## config.mk

```make
export PLATFORM = sky130hd
export DESIGN_NAME = apm_mode_cfg
export DESIGN_NICKNAME = d
export VERILOG_FILES = /design/src/rtl/apm_pkg.sv /design/src/rtl/apm_sync.sv /design/src/rtl/apm_mode_cfg.sv
export SDC_FILE = /design/constraint.sdc
export NUM_CORES = 1
export LEC_CHECK = 0
export BUFFER_PORTS_ARGS = -buffer_cell sky130_fd_sc_hd__buf_2
export CORE_AREA = 3 3 65 67
export DETAILED_ROUTE_END_ITERATION = 16
export DIE_AREA = 0 0 68 70
export PLACE_DENSITY = 0.84
export SYNTH_ARGS = -nofsm -noshare
export SYNTH_HDL_FRONTEND = slang
export SYNTH_SLANG_ARGS = --single-unit
```

## constraint.sdc

```tcl
create_clock -name mclk_in -period 1.3 [get_ports mclk_in]
set_clock_uncertainty 0.15 [all_clocks]
set_input_delay 0.065 -clock mclk_in [delete_from_list [all_inputs] [get_ports mclk_in]]
set_output_delay 0.065 -clock mclk_in [all_outputs]
set_load 0.01 [all_outputs]
```

## src/rtl/apm_pkg.sv

```systemverilog
/*
  Package for the axis position mode configuration block: field positions,
  unit codes, reset values and decode widths.
  Assumes a single clock and an asynchronous active-high reset.
*/
package apm_pkg;

  // ----------------------------------------------------------------------
  // field positions
  // ----------------------------------------------------------------------
  localparam int unsigned APM_SEL_BIT = 7;     // command selection, fixed word
  localparam int unsigned APM_CODE_EN_BIT = 8; // command code enable, run mode word
  localparam int unsigned APM_REFTYPE_BIT = 14; // reference type, run control word
  localparam int unsigned APM_UNIT_LSB = 0;
  localparam int unsigned APM_UNIT_W = 4;
  localparam int unsigned APM_GEAR_BIT = 4;    // gear enable, function flags
  localparam int unsigned APM_DIGITS_W = 3;
  localparam logic [2:0] APM_DIGITS_MAX = 3'h5;

  // ----------------------------------------------------------------------
  // reference unit codes
  // ----------------------------------------------------------------------
  typedef enum logic [3:0] {
    APM_UNIT_PULSE = 4'h0,
    APM_UNIT_MM = 4'h1,
    APM_UNIT_DEG = 4'h2,
    APM_UNIT_INCH = 4'h3
  } apm_unit_t;

  // ----------------------------------------------------------------------
  // reset values
  // ----------------------------------------------------------------------
  localparam logic [3:0] APM_RST_UNIT = 4'h0;
  localparam logic [2:0] APM_RST_DIGITS = 3'h0;
  localparam logic [1:0] APM_POS_LAT = 2'h2; // input sync stages, cycles; the state flop adds one more before the output

  // servo states
  typedef enum logic [1:0] {
    APM_ST_IDLE = 2'b00,
    APM_ST_MOVE = 2'b01,
    APM_ST_CLAMP = 2'b10
  } apm_state_t;

endpackage : apm_pkg

```

## src/rtl/apm_sync.sv

```systemverilog
/*
  Two-flop synchroniser, one per bit, for inputs from outside the clock.
  Assumes the destination clock is the controller clock.
*/
`timescale 1ns/10ps
module apm_sync #(
  parameter int unsigned WIDTH = 1
) (
  input wire logic mclk_in,
  input wire logic sys_rst_in,
  input wire logic [WIDTH-1:0] async_in,
  output logic [WIDTH-1:0] sync_out
);

  logic [WIDTH-1:0] stage1;

  // ----------------------------------------------------------------------
  // per-bit two-stage sampling
  // ----------------------------------------------------------------------
  generate
    for (genvar i = 0; i < WIDTH; i++) begin : g_bit
      // first stage feeds only the second
      always_ff @(posedge mclk_in or posedge sys_rst_in) begin
        if (sys_rst_in) begin
          stage1[i] <= 1'b0;
          sync_out[i] <= 1'b0;
        end else begin
          stage1[i] <= async_in[i];
          sync_out[i] <= stage1[i];
        end
      end
    end
  endgenerate

endmodule : apm_sync

```

## src/rtl/apm_mode_cfg.sv

```systemverilog
/*
  Mode decode for one servo axis's position control: whether the motion
  command word drives the axis, the reference unit and resolution, the
  features that follow, and a move/stop/clamp servo state.
  Assumes parameter words arrive from user program logic, and the encoder
  and servo status bits arrive from pins, so they are synchronised here.
*/
// Operation
// - commands run only when both enable bits set
// - decode unit code: pulse, mm, deg, inch
// - resolution is ten to minus digits, pulse stays
// - no commands forces pulse unit
// - wrapping infinite axis only with commands
// - one-direction infinite axis in both modes
// - incremental mode only with commands, else absolute
// - move to target, stop, then servo clamp
// - absolute encoder keeps position, no zero return
`timescale 1ns/10ps
module apm_mode_cfg
  import apm_pkg::*;
#(
  parameter int unsigned DIGITS_W = APM_DIGITS_W
) (
  input wire logic mclk_in,
  input wire logic sys_rst_in,
  input wire logic [15:0] fixed_add_func_in,
  input wire logic [15:0] fixed_func_flags_in,
  input wire logic [DIGITS_W-1:0] fixed_digits_in,
  input wire logic [15:0] run_mode_setting_word_in,
  input wire logic [15:0] run_control_setting_word_in,
  input wire logic [15:0] motion_command_word_in,
  input wire logic wrap_req_in,
  input wire logic one_dir_req_in,
  input wire logic abs_enc_in,
  input wire logic at_target_in,
  input wire logic servo_on_in,
  output logic cmd_active_out,
  output logic [15:0] motion_command_word_out,
  output logic [3:0] ref_unit_out,
  output logic [2:0] ref_digits_out,
  output logic unit_err_out,
  output logic wrap_en_out,
  output logic wrap_refused_out,
  output logic one_dir_en_out,
  output logic incr_mode_out,
  output logic monitor_ref_unit_out,
  output logic gear_en_out,
  output logic pos_buffer_en_out,
  output logic [1:0] servo_state_out,
  output logic clamp_out,
  output logic zero_ret_needed_out
);

  // ----------------------------------------------------------------------
  // elaboration checks
  // ----------------------------------------------------------------------
  if (DIGITS_W != APM_DIGITS_W) begin : g_bad_width
    $error("digit field width must be three");
  end

  // ----------------------------------------------------------------------
  // pin inputs through two flops
  // ----------------------------------------------------------------------
  logic [2:0] pins_s;

  apm_sync #(
    .WIDTH(3)
  ) u_sync (
    .mclk_in(mclk_in),
    .sys_rst_in(sys_rst_in),
    .async_in({abs_enc_in, at_target_in, servo_on_in}),
    .sync_out(pins_s)
  );

  wire abs_enc_s = pins_s[2];
  wire at_target_s = pins_s[1];
  wire servo_on_s = pins_s[0];

  // ----------------------------------------------------------------------
  // mode decode
  // ----------------------------------------------------------------------
  // either bit low means the axis ignores the command word
  wire next_cmd = fixed_add_func_in[APM_SEL_BIT]
                  & run_mode_setting_word_in[APM_CODE_EN_BIT];
  wire [3:0] unit_field = fixed_func_flags_in[APM_UNIT_LSB +: APM_UNIT_W];
  wire unit_legal = (unit_field <= APM_UNIT_INCH);
  // unknown codes fall back to pulse rather than guessing a scale
  wire [3:0] next_unit = (next_cmd && unit_legal) ? unit_field
                                                  : APM_UNIT_PULSE;
  wire digits_legal = (fixed_digits_in <= APM_DIGITS_MAX);
  wire [2:0] digits_clip = digits_legal ? fixed_digits_in : APM_DIGITS_MAX;
  // pulse has no fractional scale
  wire [2:0] next_digits = (next_unit == APM_UNIT_PULSE) ? 3'h0
                                                         : digits_clip;
  wire next_unit_err = next_cmd && (!unit_legal || !digits_legal);
  wire next_wrap = wrap_req_in & next_cmd;
  wire next_refused = wrap_req_in & ~next_cmd;
  wire next_incr = next_cmd & run_control_setting_word_in[APM_REFTYPE_BIT];
  // gear is also off for pulse units
  wire next_gear = next_cmd & fixed_func_flags_in[APM_GEAR_BIT]
                   & (next_unit != APM_UNIT_PULSE);

  // ----------------------------------------------------------------------
  // registered mode outputs
  // ----------------------------------------------------------------------
  always_ff @(posedge mclk_in or posedge sys_rst_in) begin
    if (sys_rst_in) begin
      cmd_active_out <= 1'b0;
      motion_command_word_out <= 16'h0000;
      ref_unit_out <= APM_RST_UNIT;
      ref_digits_out <= APM_RST_DIGITS;
      unit_err_out <= 1'b0;
      wrap_en_out <= 1'b0;
      wrap_refused_out <= 1'b0;
      one_dir_en_out <= 1'b0;
      incr_mode_out <= 1'b0;
      monitor_ref_unit_out <= 1'b0;
      gear_en_out <= 1'b0;
      pos_buffer_en_out <= 1'b0;
    end else begin
      cmd_active_out <= next_cmd;
      // command word is passed on only in command mode
      motion_command_word_out <= next_cmd ? motion_command_word_in : 16'h0000;
      ref_unit_out <= next_unit;
      ref_digits_out <= next_digits;
      unit_err_out <= next_unit_err;
      wrap_en_out <= next_wrap;
      wrap_refused_out <= next_refused;
      one_dir_en_out <= one_dir_req_in;
      incr_mode_out <= next_incr;
      monitor_ref_unit_out <= next_cmd;
      gear_en_out <= next_gear;
      pos_buffer_en_out <= next_cmd;
    end
  end

  // ----------------------------------------------------------------------
  // servo state: move, stop at target, clamp
  // ----------------------------------------------------------------------
  apm_state_t state;
  apm_state_t next_state;

  always_comb begin
    next_state = state;
    case (state)
      APM_ST_IDLE: if (servo_on_s) next_state = at_target_s ? APM_ST_CLAMP : APM_ST_MOVE;
      APM_ST_MOVE: begin
        if (!servo_on_s) next_state = APM_ST_IDLE;
        else if (at_target_s) next_state = APM_ST_CLAMP;
      end
      APM_ST_CLAMP: begin
        if (!servo_on_s) next_state = APM_ST_IDLE;
        else if (!at_target_s) next_state = APM_ST_MOVE;
      end
      default: next_state = APM_ST_IDLE;
    endcase
  end

  // clamp and zero-return flags registered with the state
  always_ff @(posedge mclk_in or posedge sys_rst_in) begin
    if (sys_rst_in) begin
      state <= APM_ST_IDLE;
      servo_state_out <= 2'b00;
      clamp_out <= 1'b0;
      zero_ret_needed_out <= 1'b1;
    end else begin
      state <= next_state;
      servo_state_out <= next_state;
      clamp_out <= (next_state == APM_ST_CLAMP);
      // absolute position survives power loss, so no return needed
      zero_ret_needed_out <= ~abs_enc_s;
    end
  end

  // ----------------------------------------------------------------------
  // checks
  // ----------------------------------------------------------------------
  a_cmd_gate: assert property (@(posedge mclk_in) disable iff (sys_rst_in)
    next_cmd |=> cmd_active_out && monitor_ref_unit_out && pos_buffer_en_out)
    else $error("command mode not entered");
  a_cmd_word: assert property (@(posedge mclk_in) disable iff (sys_rst_in)
    next_cmd |=> motion_command_word_out == $past(motion_command_word_in))
    else $error("command word not passed on");
  a_cmd_block: assert property (@(posedge mclk_in) disable iff (sys_rst_in)
    !next_cmd |=> !cmd_active_out && motion_command_word_out == 16'h0000)
    else $error("command word used without both enables");
  a_pulse_forced: assert property (@(posedge mclk_in) disable iff (sys_rst_in)
    !cmd_active_out |-> ref_unit_out == APM_UNIT_PULSE && ref_digits_out == 3'h0)
    else $error("unit not pulse without commands");
  a_unit_decode: assert property (@(posedge mclk_in) disable iff (sys_rst_in)
    next_cmd && unit_legal |=> ref_unit_out == $past(unit_field))
    else $error("unit code not decoded");
  a_digit_scale: assert property (@(posedge mclk_in) disable iff (sys_rst_in)
    next_cmd && unit_legal && digits_legal && unit_field != APM_UNIT_PULSE
    |=> ref_digits_out == $past(fixed_digits_in))
    else $error("digits not applied to unit");
  a_wrap_refuse: assert property (@(posedge mclk_in) disable iff (sys_rst_in)
    !cmd_active_out |-> !wrap_en_out && !incr_mode_out && !gear_en_out)
    else $error("command-only feature without commands");
  a_wrap_flag: assert property (@(posedge mclk_in) disable iff (sys_rst_in)
    wrap_req_in && !next_cmd |=> wrap_refused_out && !wrap_en_out)
    else $error("wrap request not refused");
  a_one_dir: assert property (@(posedge mclk_in) disable iff (sys_rst_in)
    one_dir_req_in |=> one_dir_en_out)
    else $error("one-direction mode refused");
  a_incr_sel: assert property (@(posedge mclk_in) disable iff (sys_rst_in)
    next_cmd && run_control_setting_word_in[APM_REFTYPE_BIT] |=> incr_mode_out)
    else $error("incremental mode not selected");
  a_pulse_monitor: assert property (@(posedge mclk_in) disable iff (sys_rst_in)
    !next_cmd |=> !monitor_ref_unit_out && !pos_buffer_en_out)
    else $error("reference monitor or buffer without commands");
  a_clamp_hold: assert property (@(posedge mclk_in) disable iff (sys_rst_in)
    state == APM_ST_MOVE && servo_on_s && at_target_s |=> clamp_out)
    else $error("no clamp at target");
  a_servo_off: assert property (@(posedge mclk_in) disable iff (sys_rst_in)
    !servo_on_s |=> servo_state_out == APM_ST_IDLE && !clamp_out)
    else $error("clamp held with servo off");
  a_abs_enc: assert property (@(posedge mclk_in) disable iff (sys_rst_in)
    abs_enc_s |=> !zero_ret_needed_out)
    else $error("zero return asked with absolute encoder");
  a_inc_enc: assert property (@(posedge mclk_in) disable iff (sys_rst_in)
    !abs_enc_s |=> zero_ret_needed_out)
    else $error("zero return not asked with incremental encoder");

endmodule : apm_mode_cfg

```

After elaboration in Yosys (flattened, before gate mapping)
Cells that the tools add are included.

Flip-flop bits (word level): 40. Input bits: 90. Output and inout port bits: 36. Logic and storage cells: 51.

Magnitude comparators: 2. Equality and inequality tests: 3. Multiplexer cells: 11. Bitwise logic cells: 8. Reductions and logical operators: 8.

Operators by type and width (count): 16-bit two-way mux (1); 2-bit two-way mux (6); 1-bit bitwise AND (6); 3-bit two-way mux (2); 2-bit case mux with 3 select lines (1); 2-bit equality test (second input constant) (2); 4-bit by 2-bit <= comparator with 1-bit output (second input constant) (1); 4-bit zero test (1); 4-bit two-way mux (1); 4-bit nonzero test (1); 3-bit <= comparator (second input constant) (1); 2-bit by 1-bit equality test with 1-bit output (second input constant) (1); 1-bit logical AND (2); 1-bit zero test (2); 2-bit zero test (1); 1-bit inverter (2); 1-bit logical OR (1).

Logic depth before layout (Yosys ltp)
Gate-level depths: netlist of run 1.

Depth in word-level cells: 5. Gate-level depth with buffers: 4.

Hierarchy
A second synthesis of run 1 with hierarchy kept.

Cells, all modules: 87. Area, all modules: 1298.7 um2.

Modules (own cells, without submodules): apm_mode_cfg (times used 1, cells an instance 80, area an instance 1144.8 um2, seq. area each 852.1 um2); apm_sync (times used 1, cells an instance 7, area an instance 153.9 um2, seq. area each 150.1 um2).

Worst setup path after synthesis of run 1
OpenSTA, ideal clock, no wires.

Path kind: register to register. From: register state[1]. To: register clamp_out. Arrival time: 612 ps. Required time: 1030 ps. Slack: 418 ps. Cell stages (with the launch flop): 3. Buffers on the path: 0. Cell sequence: dfrtp_1 -> nand2_1 -> and3_1.

Word-level cells in the longest chain between the ends: 4.

Ends and longest elaborated chain: from (decl) (RTL line apm_mode_cfg.sv:140) `apm_state_t state;`; from (signal assigned) (RTL line apm_mode_cfg.sv:167) `state <= next_state;`; 2-bit two-way mux (on tied branches) (RTL line apm_mode_cfg.sv:153, apm_mode_cfg.sv:149); 2-bit two-way mux (on tied branches) (RTL line apm_mode_cfg.sv:152, apm_mode_cfg.sv:148); 2-bit case mux with 3 select lines (*) (RTL line apm_mode_cfg.sv:145) `case (state)`; 2-bit equality test (*) (RTL line apm_mode_cfg.sv:169) `clamp_out <= (next_state == APM_ST_CLAMP);`; to (signal assigned) (RTL line apm_mode_cfg.sv:169); to (decl) (RTL line apm_mode_cfg.sv:50) `output logic clamp_out,`.

Every way passes the cells marked *; elsewhere a longest branch is shown, timed or not.

Worst setup path in the final report of run 1
From: input port fixed_func_flags_in[2]. To: register gear_en_out.

Word-level cells in the longest chain between the ends: 5.

Ends and longest elaborated chain: from (decl) (RTL line apm_mode_cfg.sv:27) `input wire logic [15:0] fixed_func_flags_in,`; 4-bit by 2-bit <= comparator with 1-bit output (RTL line apm_mode_cfg.sv:86) `wire unit_legal = (unit_field <= APM_UNIT_INCH);`; 1-bit logical AND (RTL line apm_mode_cfg.sv:88) `wire [3:0] next_unit = (next_cmd && unit_legal) ? unit_field`; 4-bit two-way mux (*) (RTL line apm_mode_cfg.sv:88); 4-bit nonzero test (*) (RTL line apm_mode_cfg.sv:101) `& (next_unit != APM_UNIT_PULSE);`; 1-bit bitwise AND (*) (RTL line apm_mode_cfg.sv:101); net next_gear (RTL line apm_mode_cfg.sv:100) `wire next_gear = next_cmd & fixed_func_flags_in[APM_GEAR_BIT]`; to (signal assigned) (RTL line apm_mode_cfg.sv:132) `gear_en_out <= next_gear;`; to (decl) (RTL line apm_mode_cfg.sv:47) `output logic gear_en_out,`.

Mark *: on every way through the listed nets, which the timed path passes. The rest lies on a longest branch.

==> results.json, run 1 <==
{
  "comb_power_share_pct": 10.6,
  "routabilityCongestion": 0.698,
  "crit_family": "buffers and inverters",
  "slowest_delay_ps": 530,
  "ir_drop_uv": 549,
  "postCtsSetupBuffers": 0,
  "drt-initial-drc-count": 66,
  "routed_via_density": 4.19,
  "io_buffers": 69,
  "setup_viol": 0,
  "grt_start_max_net_pins": 41,
  "drt-total-wl_um": 3000,
  "final_common_cell": "buf_2",
  "status": "completed",
  "rows": 22,
  "die_area_um2": 4760,
  "max-cap-violations": 0,
  "swShare_pct": 19.8,
  "seqPwrFrac_pct": 49.3,
  "path_clk_slew_ps": 70,
  "pwr-share-clk_pct": 40.1,
  "min_period_over_period_pct": 96.6,
  "required_ps": 1340,
  "power_leakage_nw": 1.22,
  "yosysSeqAreaShare_pct": 77.4,
  "crit_slowest_cell": "dlygate4sd3_1",
  "arrival_ps": 1290,
  "setup_tns_ps": 0,
  "ant_nets": 0,
  "final_core_util_pct": 58.2,
  "cts-buffers-inserted": 5,
  "io_pins": 126,
  "fmax_ghz": 0.797,
  "avgSynthCellArea_um2": 15.1,
  "syn_area_um2": 1290,
  "synthCells": 86,
  "start_util_pct": 35.1,
  "grtUsageTotal_pct": 15.0,
  "cp_num_buf_inv": 2,
  "grt-ovfl-total": 0,
  "min-delay-start": "run_mode_setting_word_in[8]",
  "p_per_area_nw_per_um2": 1240,
  "cts_root_buffer": "clkbuf_8",
  "num_vias": 1010,
  "drtPass1Iterations": 2,
  "die_w_um": 68,
  "crit_path_max_fanout": 4,
  "final_cells": 241,
  "grt_pass1_vias": 1146,
  "hold_viol": 0,
  "p_switching_mw": 0.527,
  "timing.rr.start": "state[0]",
  "hold_depth": 3,
  "drc": 0,
  "min_period_ps": 1260,
  "layout.nets": 282,
  "core_area_um2": 3690,
  "numClockSinks": 40,
  "cts_tree": "built",
  "grt_pass1_wl_um": 5210,
  "hpwl_um": 2040,
  "worstSkewPairLatency_ps": 280,
  "finalPower_mw": 2.66,
  "rrSetupSlack_ps": 440,
  "worstPathCellList": "dlygate4sd3_1 > buf_2 > nand4bb_1 > nor4b_2",
  "p_int_mw": 2.13,
  "cts.path.max_buffers": 2,
  "yosysWarnings": 0,
  "worstRegToRegCells": 2,
  "r2r_end": "clamp_out",
  "ctsHoldBuffers": 32,
  "whs_endpoint": "ref_digits_out[1]",
  "drive_above_1_share_pct": 44.0,
  "ys_seq_elements": 40,
  "cts_resized": 0,
  "layout_common_cells": "buf_2, dfrtp_1, dlygate4sd3_1, and3_1, clkbuf_8",
  "dpl.cell_count": 201,
  "syn_to_final_growth_pct": 65.7,
  "worstSetupStartpointType": "input pin",
  "hp-class": "in2reg",
  "endpoint_kind": "flip-flop",
  "avgRoutedWirePerCell_um": 12.5,
  "fin_hold_ws_ps": 56.9,
  "yosysUniqueCellTypes": 18,
  "slew_viol_final": 0,
  "rsz0062_at_grt": "false",
  "antenna_found_initial": 0,
  "htree_levels": 2,
  "dieHeight_um": 70,
  "diodes": 0,
  "criticalPathCategory": "in2reg"
}
## cell families (layout without fill, tap and decap cells)
logic type             after synthesis  count (layout)  synth area share, %
and+or+nand+nor                     34              34                 17.6
buffers and inverters                9             115                 3.96
other                                1               2                0.290
DFF                                 40              40                 77.4
AOI/OAI and AO/OA                    2               2                0.773
## tightest hold or removal path, stage by stage
cell	delay, ps
buf_2	110
nand4bb_1	200
nor4b_2	70
## worst max path at each step
| stage | to | from | slack, ps | cells past startpoint |
|---|---|---|---|---|
| floorplan | clamp_out | sys_rst_in | 170 | 1 |
| global placement | ref_digits_out[1] | fixed_func_flags_in[2] | 330 | 3 |
| detailed placement | gear_en_out | fixed_func_flags_in[2] | 290 | 3 |
| CTS | ref_digits_out[1] | fixed_func_flags_in[2] | 40 | 4 |
| global route | ref_digits_out[1] | fixed_func_flags_in[2] | 8 | 4 |
| finish | gear_en_out | fixed_func_flags_in[2] | 40 | 4 |
## per-stage QoR
step	worst slack [ps]	area, um2
after floorplan	169	1300
after global placement	330	1700
after detailed placement	290	1700
after CTS	42.3	2150
after global routing	7.90	2150
final	44.7	2150
## synth_stat cells
library cell / instances / share of area, %
dfrtp_1: 39 / 75
and3_1: 22 / 11
buf_4: 4 / 2.3
a21oi_1: 2 / 0.77
buf_2: 2 / 0.77
inv_1: 2 / 0.58
nand2_1: 2 / 0.58
nor2_1: 2 / 0.58
nor4b_2: 2 / 2.3
and2_1: 1 / 0.48
and3b_1: 1 / 0.68
conb_1: 1 / 0.29
dfstp_2: 1 / 2.0
inv_2: 1 / 0.29
nand2_2: 1 / 0.48
nand4bb_1: 1 / 0.87
nor3_1: 1 / 0.39
nor3b_1: 1 / 0.58
## routing by layer
| metal | GRT usage, % | part of all wire, % |
|---|---|---|
| met2 | 26.6 | 56 |
| met4 | 7.28 | 2.9 |
| met1 | 15.2 | 35 |
| met3 | 4.66 | 6.5 |
| met5 | 0 | 0 |
## area by class of cell
cell class / instances / area, um2
Fill cell: 311 / 1540
Tap cell: 48 / 60.1
Multi-Input combinational cell: 38 / 245
Clock inverter: 1 / 30.0
Inverter: 3 / 11.3
Timing Repair Buffer: 104 / 701
Sequential cell: 40 / 1000
Clock buffer: 7 / 96.3
## registers in the layout, summed over array words and instances, names as in the netlist, 2 cells and up
signal                   cells
motion_command_word_out     16
ref_unit_out                 4
ref_digits_out               3
u_sync.stage1                3
u_sync.sync_out              3
state                        2
## power by group through the flow
stage | Sequential [mW] | Combinational [mW] | Clock (mW)
floorplan | 1.35 | 0.0741 | 0
global placement | 1.33 | 0.205 | 0
detailed placement | 1.33 | 0.210 | 0
CTS | 1.31 | 0.284 | 1.10
global route | 1.31 | 0.315 | 1.17
finish | 1.31 | 0.282 | 1.07
(Power assumes the default switching activity.)
==> run 2, diff against run 1 <==
Settings changed: CORE_AREA 3 3 65 67 to 3 3 64 66, CTS_BUF_LIST from default to sky130_fd_sc_hd__clkbuf_4 sky130_fd_sc_hd__clkbuf_8, DIE_AREA 0 0 68 70 to 0 0 67 69, PLACE_DENSITY 0.84 to 0.86.
==> results.json, run 2 (same netlist as run 1, synthesis figures left out) <==
{
  "worstSetupStartpointType": "input pin",
  "endpoint": "ref_digits_out[1]",
  "avgRoutedWirePerCell_um": 12.7,
  "routed_via_density": 4.25,
  "worstRegToRegCells": 2,
  "crit_start": "fixed_func_flags_in[2]",
  "rows": 22,
  "path_clk_slew_ps": 70,
  "design_area_um2": 2150,
  "hold_depth": 0,
  "required_ps": 1340,
  "hpwl_um": 2040,
  "antenna_found_initial": 0,
  "r2r_end": "state[1]",
  "min_period_over_period_pct": 95.3,
  "drtPass1Iterations": 4,
  "top_register": "motion_command_word_out",
  "final_core_util_pct": 59.1,
  "core_area_um2": 3630,
  "grt_pass1_wl_um": 5030,
  "p_per_area_nw_per_um2": 1200,
  "numClockSinks": 40,
  "routabilityCongestion": 0.644,
  "num_vias": 1028,
  "largestRegisters": "motion_command_word_out: 16 flops, ref_unit_out: 4 flops",
  "postCtsSetupBuffers": 0,
  "die_area_um2": 4620,
  "io_pins": 126,
  "diodes": 0,
  "endpoint_kind": "flip-flop",
  "fmax_ghz": 0.807,
  "crit_path_max_fanout": 4,
  "drt-total-wl_um": 3070,
  "layout_common_cells": "buf_2, dfrtp_1, dlygate4sd3_1, and3_1, clkbuf_8",
  "grtUsageTotal_pct": 14.8,
  "htree_levels": 2,
  "setup_tns_ps": 0,
  "ant_nets": 0,
  "drt-initial-drc-count": 37,
  "drc": 0,
  "drive_above_1_share_pct": 44.3,
  "hold_viol": 0,
  "criticalPathCategory": "in2reg",
  "io_buffers": 69,
  "rrSetupSlack_ps": 440,
  "final_cells": 242,
  "status": "completed",
  "start_util_pct": 35.6,
  "grt-ovfl-total": 0,
  "dpl.cell_count": 201,
  "layout.nets": 283,
  "worstSkewPairLatency_ps": 280,
  "die_w_um": 67,
  "cts.path.max_buffers": 2,
  "cts_tree": "built",
  "arrival_ps": 1280,
  "cts_root_buffer": "clkbuf_8",
  "final_common_cell": "buf_2",
  "post_dp_cell_area_um2": 1700,
  "dieHeight_um": 69,
  "grt_start_max_net_pins": 41,
  "grt_pass1_vias": 1122,
  "setup_viol": 0,
  "ir_drop_uv": 564,
  "syn_to_final_growth_pct": 65.7,
  "hp-class": "reg2reg",
  "timing.rr.start": "state[1]",
  "fin_hold_ws_ps": 206,
  "rsz0062_at_grt": "false",
  "min_period_ps": 1240,
  "cts-buffers-inserted": 5,
  "largest_reg_flops": 16,
  "max-cap-violations": 0,
  "slew_viol_final": 0,
  "power_leakage_nw": 1.22
}
[run 2: cell types whose count changed in the layout (fill, tap and decap cells not counted), sizes merged]
cell | previous run | this run
dlygate4sd3 | 32 | 33
clkinv | 0 | 1
clkbuf | 7 | 6
[run 2: per-stage QoR]
step                      power, mW  setup slack [ps]
final                          2.57              61.1
after global placement         1.54               324
after floorplan                1.43               169
after CTS                      2.60              58.7
after detailed placement       1.54               302
after global routing           2.68              9.67
[run 2: where the power goes]
part	internal, mW	switching [mW]	leakage (nW)	total, mW
Sequential	1.29	0.0145	0.518	1.31
Clock	0.590	0.389	0.0586	0.978
Combinational	0.162	0.125	0.644	0.287
Total	2.05	0.528	1.22	2.57
[run 2: cell type report]
| type | instances | area, um2 |
|---|---|---|
| clock buffer | 6 | 76.3 |
| fill | 301 | 1490 |
| sequential | 40 | 1000 |
| tap | 48 | 60.1 |
| timing repair buffer | 105 | 711 |
| clock inverter | 2 | 35.0 |
| inverter | 3 | 11.3 |
| multi-input combinational | 38 | 250 |
[run 2: worst min-delay path by stage]
stage | startpoint | endpoint | slack, ps
after floorplan | one_dir_req_in | one_dir_en_out | -50
after global placement | sys_rst_in | ref_unit_out[3] | -20
after CTS | u_sync.stage1[0] | u_sync.sync_out[0] | 210
final | u_sync.stage1[0] | u_sync.sync_out[0] | 210
after global routing | u_sync.stage1[2] | u_sync.sync_out[2] | 220
after detailed placement | sys_rst_in | state[0] | -20
[run 2: metal layers]
| layer | GRT usage [%] | vias up | share of wire (%) |
|---|---|---|---|
| met1 | 13.5 | 485 | 35 |
| met5 | 0 | - | 0 |
| li1 | - | 495 | - |
| met3 | 5.86 | 5 | 7.9 |
| met4 | 4.73 | 0 | 0.78 |
| met2 | 28.2 | 43 | 56 |
[run 2: critical path, stage by stage]
cell	delay (ps)
dlygate4sd3_1	540
buf_2	130
nand4bb_2	300
nor4b_2	250
[run 2: timing repair]
action                                  4_1_cts  5_1_grt
endpoints found under the setup margin        0        1
hold buffers                                 33        0
endpoints found under the hold margin        71        0
resized for setup                             0        1
